`src/sio_pkg.sv`:
```
package sio_pkg;

  // ****************************************
  // bus widths and address fields
  // ****************************************
  localparam int SIO_ADDR_W = 16;
  localparam int SIO_DATA_W = 8;
  localparam int SIO_DEV_N = 8;
  localparam int SIO_TOP_MSB = 15;
  localparam int SIO_TOP_LSB = 14;
  localparam int SIO_SEL_MSB = 13;
  localparam int SIO_SEL_LSB = 11;
  localparam int SIO_POD_SEL_BIT = 0;

  // ****************************************
  // top address bit patterns
  // ****************************************
  localparam logic [1:0] SIO_IO_TOP = 2'h0;
  localparam logic [1:0] SIO_SCC_TOP = 2'h2;
  localparam logic [1:0] SIO_TIMER_TOP = 2'h1;

  // ****************************************
  // device select codes
  // ****************************************
  localparam logic [2:0] SIO_SEL_DISPLAY = 3'h1;
  localparam logic [2:0] SIO_SEL_INTERFACE = 3'h2;
  localparam logic [2:0] SIO_SEL_KEYBOARD = 3'h3;
  localparam logic [2:0] SIO_SEL_TICK = 3'h4;
  localparam logic [2:0] SIO_SEL_REMOTE = 3'h6;

  // ****************************************
  // timer port bit positions
  // ****************************************
  localparam int SIO_PA_LOCKOUT = 7;
  localparam int SIO_PA_DISC_IRQ = 5;
  localparam int SIO_PC_HDRIVE = 0;
  localparam int SIO_PC_SOFT_CLR = 1;
  localparam int SIO_PC_DISC_CLR = 2;
  localparam int SIO_PC_BEEPER = 3;

  // ****************************************
  // tick counter and reset values
  // ****************************************
  localparam int SIO_TICK_W = 6;
  localparam logic [SIO_TICK_W-1:0] SIO_TICK_LAST = 6'h3f;
  localparam logic [SIO_TICK_W-1:0] SIO_TICK_ZERO = 6'h00;
  localparam logic [SIO_TICK_W-1:0] SIO_TICK_ONE = 6'h01;
  localparam logic [SIO_DEV_N-1:0] SIO_DEV_IDLE = 8'hff;
  localparam logic [SIO_DATA_W-1:0] SIO_DATA_ZERO = 8'h00;
  localparam logic [1:0] SIO_POD_IDLE = 2'h0;
  localparam logic [1:0] SIO_POD_OE_IDLE = 2'h3;

  // active-low one-of-eight device enables for an I/O cycle
  function automatic logic [SIO_DEV_N-1:0] sio_io_select(
    input logic [SIO_ADDR_W-1:0] addr,
    input logic io_cycle
  );
    logic [SIO_DEV_N-1:0] en_n;
    en_n = SIO_DEV_IDLE;
    if (io_cycle && addr[SIO_TOP_MSB:SIO_TOP_LSB] == SIO_IO_TOP) begin
      en_n[addr[SIO_SEL_MSB:SIO_SEL_LSB]] = 1'b0;
    end
    return en_n;
  endfunction

endpackage

```
`src/sio_io_decoder.sv`:
```
`timescale 1ns/1ps
`default_nettype none

module sio_io_decoder (
  input wire logic clk_i,
  input wire logic reset_n_i,
  input wire logic [sio_pkg::SIO_ADDR_W-1:0] addr_i,
  input wire logic io_cycle_i,
  input wire logic strobe_i,
  output logic [sio_pkg::SIO_DEV_N-1:0] dev_enable_n_o
);
  import sio_pkg::*;

  logic [SIO_DEV_N-1:0] dev_en_n_ff;

  // ****************************************
  // registered one-hot select
  // ****************************************
  // only a strobed cycle drives an enable, so one bus cycle gives one enable
  always_ff @(posedge clk_i) begin
    if (!reset_n_i) begin
      dev_en_n_ff <= SIO_DEV_IDLE;
    end else if (strobe_i) begin
      dev_en_n_ff <= sio_io_select(addr_i, io_cycle_i); // [RULE1] [RULE2] [RULE21]
    end else begin
      dev_en_n_ff <= SIO_DEV_IDLE; // [RULE1]
    end
  end

  assign dev_enable_n_o = dev_en_n_ff;

endmodule
`default_nettype wire

```
`src/sio_tick_counter.sv`:
```
`timescale 1ns/1ps
`default_nettype none

module sio_tick_counter (
  input wire logic clk_i,
  input wire logic reset_n_i,
  input wire logic timer_zero_output_i,
  input wire logic clear_i,
  output logic [sio_pkg::SIO_TICK_W-1:0] count_o,
  output logic counter_third_bit_o
);
  import sio_pkg::*;

  logic tzero_prev_ff;
  logic tick_edge;
  logic [SIO_TICK_W-1:0] count_ff;
  logic third_ff;

  assign tick_edge = timer_zero_output_i && !tzero_prev_ff;

  always_ff @(posedge clk_i) begin
    if (!reset_n_i) begin
      tzero_prev_ff <= 1'b0;
    end else begin
      tzero_prev_ff <= timer_zero_output_i;
    end
  end

  // ****************************************
  // count, clear on latch read
  // ****************************************
  // an edge in the clearing cycle is counted, not dropped
  always_ff @(posedge clk_i) begin
    if (!reset_n_i) begin
      count_ff <= SIO_TICK_ZERO;
    end else if (clear_i) begin
      count_ff <= tick_edge ? SIO_TICK_ONE : SIO_TICK_ZERO; // [RULE10]
    end else if (tick_edge) begin
      count_ff <= count_ff + SIO_TICK_ONE; // [RULE7] [RULE22]
    end
  end

  // one-cycle pulse as the 64th count completes
  always_ff @(posedge clk_i) begin
    if (!reset_n_i) begin
      third_ff <= 1'b0;
    end else begin
      third_ff <= tick_edge && !clear_i && count_ff == SIO_TICK_LAST; // [RULE8]
    end
  end

  assign count_o = count_ff;
  assign counter_third_bit_o = third_ff;

endmodule
`default_nettype wire

```
`src/sio_system_io.sv`:
```
// What this block does
// RULE1 - decode only on I/O cycle, top bits low
// RULE2 - three select bits pick one of eight
// RULE3 - outputs 1,2,3,4,6 go to named devices
// RULE4 - serial controller active-low chip enable
// RULE5 - active-high timer chip enable
// RULE6 - pod latch clocks and output enables
// RULE7 - tick counter counts timer zero output
// RULE8 - every 64 counts raise tick interrupt
// RULE9 - tick latch read returns current count
// RULE10 - tick latch read clears the counter
// RULE11 - port A drives lockout and disc irq
// RULE12 - port C bit 0 is horizontal drive
// RULE13 - port C bits clear softkey, disc irqs
// RULE14 - port C bit 3 gates beeper reset
// RULE15 - keyboard latch takes I/O write data
// RULE16 - CPU scans rows, reads columns back
// RULE17 - softkey event raises softkey interrupt
// RULE18 - CPU copies low address to high byte
// RULE19 - tick interrupt goes to restart-A input
// RULE20 - CPU flags I/O versus memory cycle
// RULE21 - enables active low, at most one
// RULE22 - counter steps per edge, else holds
//
// Local design decisions: the address-and-strobe port and the placing of the registers.
`timescale 1ns/1ps
`default_nettype none

module sio_system_io (
  input wire logic clk_i,
  input wire logic reset_n_i,
  // ****************************************
  // cpu bus
  // ****************************************
  input wire logic [sio_pkg::SIO_ADDR_W-1:0] addr_i,
  input wire logic [sio_pkg::SIO_DATA_W-1:0] wdata_i,
  input wire logic wr_i,
  input wire logic rd_i,
  input wire logic io_not_mem_i,
  output logic [sio_pkg::SIO_DATA_W-1:0] rdata_o,
  // ****************************************
  // device enables
  // ****************************************
  output logic display_controller_enable_n_o,
  output logic interface_latch_enable_n_o,
  output logic keyboard_latch_enable_n_o,
  output logic tick_latch_enable_n_o,
  output logic remote_latch_enable_n_o,
  output logic scc_chip_enable_n_o,
  output logic timer_chip_enable_o,
  // ****************************************
  // pod latches and keyboard
  // ****************************************
  output logic [1:0] pod_latch_clock_o,
  output logic [1:0] pod_latch_output_enable_n_o,
  output logic [sio_pkg::SIO_DATA_W-1:0] keyboard_row_o,
  // ****************************************
  // timer ports and interrupts
  // ****************************************
  input wire logic timer_zero_output_i,
  input wire logic [sio_pkg::SIO_DATA_W-1:0] timer_port_a_i,
  input wire logic [3:0] timer_port_c_i,
  input wire logic softkey_event_i,
  input wire logic disc_event_i,
  output logic counter_third_bit_o,
  output logic tick_interrupt_request_n_o,
  output logic softkey_interrupt_request_n_o,
  output logic disc_interrupt_request_n_o,
  output logic port_a_lockout_bit_o,
  output logic port_a_disc_irq_bit_o,
  output logic port_c_horizontal_drive_bit_o,
  output logic port_c_beeper_enable_o
);
  import sio_pkg::*;

  // ****************************************
  // bus qualification
  // ****************************************
  logic strobe;
  logic io_rd;
  logic io_wr;
  logic [SIO_DEV_N-1:0] sel_n;
  logic tick_read;
  logic kbd_write;
  logic pod_access;
  logic [1:0] top_bits;

  // the CPU mirrors the port number onto the high byte during I/O,
  // so the upper address lines decide the target, and bit 0 picks the pod latch [RULE18] [RULE20]
  assign strobe = wr_i || rd_i;
  assign io_rd = rd_i && io_not_mem_i;
  assign io_wr = wr_i && io_not_mem_i;
  assign sel_n = sio_io_select(addr_i, io_not_mem_i);
  assign tick_read = io_rd && !sel_n[SIO_SEL_TICK]; // [RULE9]
  assign kbd_write = io_wr && !sel_n[SIO_SEL_KEYBOARD]; // [RULE15]
  assign pod_access = !sel_n[SIO_SEL_INTERFACE] && strobe;
  assign top_bits = addr_i[SIO_TOP_MSB:SIO_TOP_LSB];

  // ****************************************
  // i/o select decoder
  // ****************************************
  logic [SIO_DEV_N-1:0] dev_en_n;

  sio_io_decoder u_decoder (
    .clk_i(clk_i),
    .reset_n_i(reset_n_i),
    .addr_i(addr_i),
    .io_cycle_i(io_not_mem_i),
    .strobe_i(strobe),
    .dev_enable_n_o(dev_en_n)
  );

  // unused decoder outputs 0, 5 and 7 are simply not brought out
  assign display_controller_enable_n_o = dev_en_n[SIO_SEL_DISPLAY]; // [RULE3]
  assign interface_latch_enable_n_o = dev_en_n[SIO_SEL_INTERFACE]; // [RULE3]
  assign keyboard_latch_enable_n_o = dev_en_n[SIO_SEL_KEYBOARD]; // [RULE3]
  assign tick_latch_enable_n_o = dev_en_n[SIO_SEL_TICK]; // [RULE3]
  assign remote_latch_enable_n_o = dev_en_n[SIO_SEL_REMOTE]; // [RULE3]

  // ****************************************
  // serial controller and timer enables
  // ****************************************
  logic scc_en_n_ff;
  logic timer_en_ff;

  always_ff @(posedge clk_i) begin
    if (!reset_n_i) begin
      scc_en_n_ff <= 1'b1;
    end else begin
      scc_en_n_ff <= !(strobe && io_not_mem_i && top_bits == SIO_SCC_TOP); // [RULE4]
    end
  end

  always_ff @(posedge clk_i) begin
    if (!reset_n_i) begin
      timer_en_ff <= 1'b0;
    end else begin
      timer_en_ff <= strobe && io_not_mem_i && top_bits == SIO_TIMER_TOP; // [RULE5]
    end
  end

  assign scc_chip_enable_n_o = scc_en_n_ff;
  assign timer_chip_enable_o = timer_en_ff;

  // ****************************************
  // pod latch strobes
  // ****************************************
  // address bit 0 picks one of the two pod latches; a write clocks it,
  // a read opens its output for that one cycle
  logic [1:0] pod_clk_ff;
  logic [1:0] pod_oe_n_ff;
  logic [1:0] pod_pick;

  assign pod_pick = addr_i[SIO_POD_SEL_BIT] ? 2'h2 : 2'h1;

  always_ff @(posedge clk_i) begin
    if (!reset_n_i) begin
      pod_clk_ff <= SIO_POD_IDLE;
    end else if (pod_access && wr_i) begin
      pod_clk_ff <= pod_pick; // [RULE6]
    end else begin
      pod_clk_ff <= SIO_POD_IDLE;
    end
  end

  always_ff @(posedge clk_i) begin
    if (!reset_n_i) begin
      pod_oe_n_ff <= SIO_POD_OE_IDLE;
    end else if (pod_access && rd_i) begin
      pod_oe_n_ff <= ~pod_pick; // [RULE6]
    end else begin
      pod_oe_n_ff <= SIO_POD_OE_IDLE;
    end
  end

  assign pod_latch_clock_o = pod_clk_ff;
  assign pod_latch_output_enable_n_o = pod_oe_n_ff;

  // ****************************************
  // keyboard scan latch
  // ****************************************
  // software drives one row here, then reads columns through port A,
  // which lives in the timer, not in this block [RULE16]
  logic [SIO_DATA_W-1:0] kbd_row_ff;

  always_ff @(posedge clk_i) begin
    if (!reset_n_i) begin
      kbd_row_ff <= SIO_DATA_ZERO;
    end else if (kbd_write) begin
      kbd_row_ff <= wdata_i; // [RULE15]
    end
  end

  assign keyboard_row_o = kbd_row_ff;

  // ****************************************
  // tick counter
  // ****************************************
  logic [SIO_TICK_W-1:0] tick_count;
  logic tick_wrap;

  sio_tick_counter u_tick (
    .clk_i(clk_i),
    .reset_n_i(reset_n_i),
    .timer_zero_output_i(timer_zero_output_i),
    .clear_i(tick_read),
    .count_o(tick_count),
    .counter_third_bit_o(tick_wrap)
  );

  assign counter_third_bit_o = tick_wrap;

  // ****************************************
  // read data
  // ****************************************
  // only the tick latch answers; any other read returns zero
  logic [SIO_DATA_W-1:0] rdata_ff;

  always_ff @(posedge clk_i) begin
    if (!reset_n_i) begin
      rdata_ff <= SIO_DATA_ZERO;
    end else if (tick_read) begin
      rdata_ff <= {{(SIO_DATA_W-SIO_TICK_W){1'b0}}, tick_count}; // [RULE9]
    end else begin
      rdata_ff <= SIO_DATA_ZERO;
    end
  end

  assign rdata_o = rdata_ff;

  // ****************************************
  // interrupt latches
  // ****************************************
  // every latch lets a new event win over a clear in the same cycle,
  // so a wrap that lands on the servicing read is never lost
  logic tick_irq_n_ff;
  logic soft_irq_n_ff;
  logic disc_irq_n_ff;

  always_ff @(posedge clk_i) begin
    if (!reset_n_i) begin
      tick_irq_n_ff <= 1'b1;
    end else if (tick_wrap) begin
      tick_irq_n_ff <= 1'b0; // [RULE8] [RULE19]
    end else if (tick_read) begin
      tick_irq_n_ff <= 1'b1;
    end
  end

  always_ff @(posedge clk_i) begin
    if (!reset_n_i) begin
      soft_irq_n_ff <= 1'b1;
    end else if (softkey_event_i) begin
      soft_irq_n_ff <= 1'b0; // [RULE17]
    end else if (timer_port_c_i[SIO_PC_SOFT_CLR]) begin
      soft_irq_n_ff <= 1'b1; // [RULE13]
    end
  end

  always_ff @(posedge clk_i) begin
    if (!reset_n_i) begin
      disc_irq_n_ff <= 1'b1;
    end else if (disc_event_i) begin
      disc_irq_n_ff <= 1'b0;
    end else if (timer_port_c_i[SIO_PC_DISC_CLR]) begin
      disc_irq_n_ff <= 1'b1; // [RULE13]
    end
  end

  assign tick_interrupt_request_n_o = tick_irq_n_ff;
  assign softkey_interrupt_request_n_o = soft_irq_n_ff;
  assign disc_interrupt_request_n_o = disc_irq_n_ff;

  // ****************************************
  // timer port outputs
  // ****************************************
  // one flop of delay keeps every output registered; the loads here
  // (deflection, beeper, arbiter hold) are far slower than one cycle
  logic lockout_ff;
  logic disc_out_ff;
  logic hdrive_ff;
  logic beeper_ff;

  always_ff @(posedge clk_i) begin
    if (!reset_n_i) begin
      lockout_ff <= 1'b0;
      disc_out_ff <= 1'b0;
    end else begin
      lockout_ff <= timer_port_a_i[SIO_PA_LOCKOUT]; // [RULE11]
      disc_out_ff <= timer_port_a_i[SIO_PA_DISC_IRQ]; // [RULE11]
    end
  end

  // drive and beeper stay off through reset until software enables them
  always_ff @(posedge clk_i) begin
    if (!reset_n_i) begin
      hdrive_ff <= 1'b0;
      beeper_ff <= 1'b0;
    end else begin
      hdrive_ff <= timer_port_c_i[SIO_PC_HDRIVE]; // [RULE12]
      beeper_ff <= timer_port_c_i[SIO_PC_BEEPER]; // [RULE14]
    end
  end

  assign port_a_lockout_bit_o = lockout_ff;
  assign port_a_disc_irq_bit_o = disc_out_ff;
  assign port_c_horizontal_drive_bit_o = hdrive_ff;
  assign port_c_beeper_enable_o = beeper_ff;

endmodule
`default_nettype wire

```
`config.mk`:
```
export PLATFORM = sky130hd
export DESIGN_NAME = sio_system_io
export DESIGN_NICKNAME = d
export VERILOG_FILES = /design/src/sio_pkg.sv /design/src/sio_io_decoder.sv /design/src/sio_tick_counter.sv /design/src/sio_system_io.sv
export SDC_FILE = /design/constraint.sdc
export NUM_CORES = 1
export LEC_CHECK = 0
export BUFFER_PORTS_ARGS = -buffer_cell sky130_fd_sc_hd__buf_2
export CORE_UTILIZATION = 43
export CTS_CLUSTER_DIAMETER = 30
export DETAILED_ROUTE_END_ITERATION = 8
export PLACE_DENSITY = 0.82
export RECOVER_POWER = 50
export SLEW_MARGIN = 25
export SYNTH_ARGS = -nofsm -noshare
export SYNTH_HDL_FRONTEND = slang
export SYNTH_SLANG_ARGS = --single-unit
export TNS_END_PERCENT = 100
```
`constraint.sdc`:
```
create_clock -name clk_i -period 1.74 [get_ports clk_i]
set_clock_uncertainty 0.1 [all_clocks]
set_input_delay 0.174 -clock clk_i [delete_from_list [all_inputs] [get_ports clk_i]]
set_output_delay 0.174 -clock clk_i [all_outputs]
set_load 0.01 [all_outputs]
```
After elaboration in Yosys (flattened, before gate mapping) --
Index checks and enable logic that the tools add are counted.
Cells by class: $add $sub $neg 1, $mul 0, div/mod/pow operators 0, magnitude comparators 2, equality and inequality tests 3, shifts and indexed selects 0, multiplexer cells 13, bitwise logic cells 2, reduce and logical (&&, ||, !) cells 32
Operators by type and width (count):
- $logic_and 1x1->1 | 15
- $mux 6 | 2
- $mux 1 | 8
- $reduce_and 2->1 | 4
- $reduce_bool 2->1 | 4
- $not 7->7 | 1
- $add 6x1->6 const B | 1
- $eq 6x6->1 const B | 1
- $logic_not 1->1 | 6
- $mux 5 | 1
- $lt 3x4->1 const B | 1
- $demux 1 s3 | 1
- $ge 3x1->1 const B | 1
- $reduce_and 3->1 | 1
- $eq 2x1->1 const B | 1
- $eq 2x2->1 const B | 1
- $logic_not 2->1 | 1
- $mux 2 | 1
- $not 2->2 | 1
- $logic_or 1x1->1 | 1
Word-level totals: register bits after elaboration 44, latch bits 0, RAM bits 0, ROM bits 0, input bits 44, output and inout port bits 35, memories 0

Depth between registers and ports, before layout --
depth in word-level cells 11, mapped depth 4

Cells and area by module --
Synthesis repeated with hierarchy kept, for this count alone.
Unflattened totals: cells, all modules 152, area, all modules 1545.2 µm²
Modules (own cells, without submodules):
- sio_system_io | instances 1, cells each 95, area an instance 957.2 µm², sequential area each 540.5 µm²
- sio_tick_counter | instances 1, cells each 36, area an instance 335.3 µm², sequential area each 160.2 µm²
- sio_io_decoder | instances 1, cells each 21, area an instance 252.7 µm², sequential area each 160.2 µm²

Least setup slack after synthesis --
No wires, ideal clock.
path kind register to register, from reg u_tick.count_ff[0] (netlist: u_tick.count_o[0]), to reg u_tick.count_ff[4] (netlist: u_tick.count_o[4]), library setup time 0.070 ns, arrival 1.056 ns, required time 1.570 ns, path slack 0.514 ns, cell stages (with the launch flop) 5, period minus slack after synthesis 1.226 ns, cells stage by stage dfxtp_1 ha_1 nand3b_1 or3_1 a21oi_1
Between the ends: longest elaborated chain between the ends 3
RTL lines:
- from (decl) | line sio_tick_counter.sv:16 | logic [SIO_TICK_W-1:0] count_ff;
- from (signal assigned) | line sio_tick_counter.sv:37 | count_ff <= tick_edge ? SIO_TICK_ONE : SIO_TICK_ZERO;
- from (signal assigned) | line sio_tick_counter.sv:39 | count_ff <= count_ff + SIO_TICK_ONE;
- $add 6x1->6 | line sio_tick_counter.sv:39
- $mux 6 | line sio_tick_counter.sv:38 | end else if (tick_edge) begin
- $mux 6 | line sio_tick_counter.sv:36 | end else if (clear_i) begin
Every way passes these cells. The select of a mux whose other input is x is not followed. A chain may end at the register's enable or synchronous reset.

Worst setup path after layout --
from in rd_i, to reg pod_oe_n_ff[1] (netlist: pod_latch_output_enable_n_o[1])
Between the ends: longest elaborated chain between the ends 4
RTL lines:
- from (decl) | line sio_system_io.sv:38 | input wire logic rd_i,
- $logic_or 1x1->1 | line sio_system_io.sv:90 | assign strobe = wr_i || rd_i;
- $logic_and 1x1->1 | line sio_system_io.sv:96 | assign pod_access = !sel_n[SIO_SEL_INTERFACE] && strobe;
- $logic_and 1x1->1 * | line sio_system_io.sv:169 | end else if (pod_access && rd_i) begin
- $reduce_and 2->1 (no line) *
- to (signal assigned) | line sio_system_io.sv:170 | pod_oe_n_ff <= ~pod_pick;
- to (decl) | line sio_system_io.sv:151 | logic [1:0] pod_oe_n_ff;
Every way passes the cells marked *; elsewhere a longest branch is shown, timed or not.

==> flow_summary.ini <==
[sta]
post-route-period-util_pct = 85.1
fin_ws_ns = 0.259
drv_slew = 0
rsz0062_at_grt = false
hold_violations = 0
fin_tns_setup_ns = 0
finalSetupViolCount = 0
hold_ws_ns = 0.0270
min_period_ns = 1.48
fmax_mhz = 675

[routing]
dr_total_vias = 1349
vias_per_cell = 4.96
first_pass_iters = 4
wl_mm = 3.67
routedWlPerCell_um = 13.5
drt-initial-drc-count = 81
ant_nets = 0
drc = 0

[job]
cap_violations = 0

[place]
hpwl_mm = 2.20
placed_cells = 241
gp_congestion = 0.703
postPlaceCellArea_um2 = 1800
post-place-ws_ns = 0.246
io_buffers = 60

[finish]
fin_cells = 272
postLayoutCellArea_um2 = 2090
regArea_um2 = 801
final_nets = 272
multiInputGateArea_um2 = 617
fillCellCount = 271
layout-drive-gt1-share_pct = 25.0
syn2layout_area_growth_pct = 43.1
antenna_cells = 0
final_util_pct = 66.4

[clock_network]
numCtsBuffers = 5
cts_buffer_depth = 2
cts_tree = yes
clk_latency_ns = 0.34
clkTransAtPathRegs_ns = 0.12
cts-root-buf = clkbuf_4
ctsHtreeMaxLevel = 2
cts_sinks = 40

[critical_path]
critPathCaptureType = flip-flop
worstPathMaxFanout = 5
critPathKind = in -> reg
worstPathRequired_ns = 1.88
crit_arrival_ns = 1.62
cp-start-kind = input port

[synthesis]
seq_area_frac_synth_pct = 54.7
syn_area_um2 = 1460
synth_ff_type = dfxtp_1
yosysTopAreaCell = dfxtp_1
synth_top_area_share_pct = 54.7
synth_cell_types = 37
ys_async_sr_fraction_pct = 0
synth_seq_cells = 40
synth-edff-count = 0
syn_inst = 140
synth_area_leaders = dfxtp_1, o21ai_0, and2_1, nand3_1, a21boi_0
ys.warnings.count = 0
syn_area_per_cell_um2 = 10.5

[global_route]
grt_pass1_vias = 1237
gr-usage-all-layers_pct = 21.0
grt_pass1_wl_mm = 5.52
grt_max_degree = 21
antenna_found_initial = 0
overflow = 0

[power_and_ir_drop]
peakVddDrop_mv = 0.357
power.total_mw = 1.73
power_density_nw_per_um2 = 825
leakage_nw = 0.857

[floorplan]
rows = 20
die-height_um = 60.3
start_util_pct = 46.4
fp.dieArea_um2 = 3640
core_area_um2 = 3150
io_pins = 79
dieWidth_um = 60.3

[outcome]
status = finished clean

[min_path]
hold_path.class = in -> reg
## critical path, stage by stage
cell and delay, ns:
buf_2 0.15, o211ai_1 0.21, and4bb_1 0.41, nand3_1 0.10, dlygate4sd3_1 0.57
## final timing paths
kind | start | end | slack, ns | depth (start not counted)
worst max-delay path | rd_i | pod_latch_output_enable_n_o[1] | 0.26 | 5
worst min-delay path | addr_i[12] | u_decoder.dev_enable_n_o[4] | 0.03 | 2
worst max register to register | u_tick.count_o[0] | u_tick.count_o[4] | 0.37 | 4
worst min register to register | u_tick.count_o[5] | u_tick.counter_third_bit_o | 0.37 | 2
## routing by layer
metal | share of wire [%] | global-route usage, % | vias to the layer above
li1 | - | - | 668
met1 | 40 | 20.5 | 614
met2 | 51 | 39.7 | 53
met3 | 6.3 | 4.90 | 14
met4 | 3.1 | 12.6 | 0
met5 | 0 | 0 | -
## where the power goes
part | switching, mW | internal (mW)
Clock | 0.315 | 0.307
Combinational | 0.0760 | 0.0897
Sequential | 0.00853 | 0.931
Total | 0.400 | 1.33
## timing repair
item / in CTS / in global routing
resized for setup: 0 / 1
hold buffers: 23 / 0
setup endpoints to repair: 0 / 1
setup buffers: 0 / 1
hold endpoints to repair: 23 / 0
## cells by family (layout without fill, tap and decap cells)
| logic type | Yosys count | after routing | share of synthesized area, % |
|---|---|---|---|
| AOI/OAI and AO/OA | 29 | 29 | 12.5 |
| buffers and inverters | 9 | 96 | 3.42 |
| DFF | 40 | 40 | 54.7 |
| xor gates and xnor gates | 1 | 1 | 0.598 |
| and+or+nand+nor | 57 | 57 | 26.3 |
| other | 1 | 2 | 0.256 |
| adders and majority gates | 1 | 1 | 0.855 |
| muxes | 2 | 2 | 1.37 |
## final cells by class
class                      instances  share of cell area, %
multi-input combinational         92                   29.5
clock buffer                       5                   1.79
timing repair buffer              85                   25.1
tap                               44                   2.63
inverter                           3                  0.538
clock inverter                     3                   2.27
sequential                        40                   38.2
## placed cells by master (no fill, tap or decap), types with 2 or more instances in the layout
cell            n
a21boi_0        8
and3_1          2
dlygate4sd3_1  22
nand4b_1        2
buf_2          41
and2_1         10
or3_1           3
nor2_1          6
mux2i_1         2
inv_1           3
nand3_1        13
nand2_1         2
clkinv_4        2
clkbuf_4        6
conb_1          2
buf_4           2
clkbuf_1       18
nor2b_1         2
dfxtp_1        40
a21oi_1         4
nand3b_1        3
o21ai_0        14
nor4_1          2
## state kept, by name, summed over array words and instances (netlist names), 2 cells and up
signal                       count
pod_latch_output_enable_n_o      2
rdata_o                          6
u_tick.count_o                   6
u_decoder.dev_enable_n_o         5
pod_latch_clock_o                2
keyboard_row_o                   8
## cells in the mapped netlist (2+ instances only)
| master | instances |
|---|---|
| dfxtp_1 | 40 |
| o21ai_0 | 14 |
| nand3_1 | 13 |
| and2_1 | 11 |
| a21boi_0 | 8 |
| nor2_1 | 6 |
| a21oi_1 | 4 |
| inv_1 | 3 |
| nand3b_1 | 3 |
| or3_1 | 3 |
| and3_1 | 2 |
| buf_4 | 2 |
| clkbuf_1 | 2 |
| mux2i_1 | 2 |
| nand2_1 | 2 |
| nand4b_1 | 2 |
| nor2b_1 | 2 |
| nor4_1 | 2 |
Note: power is estimated with default switching activity, not from simulation.
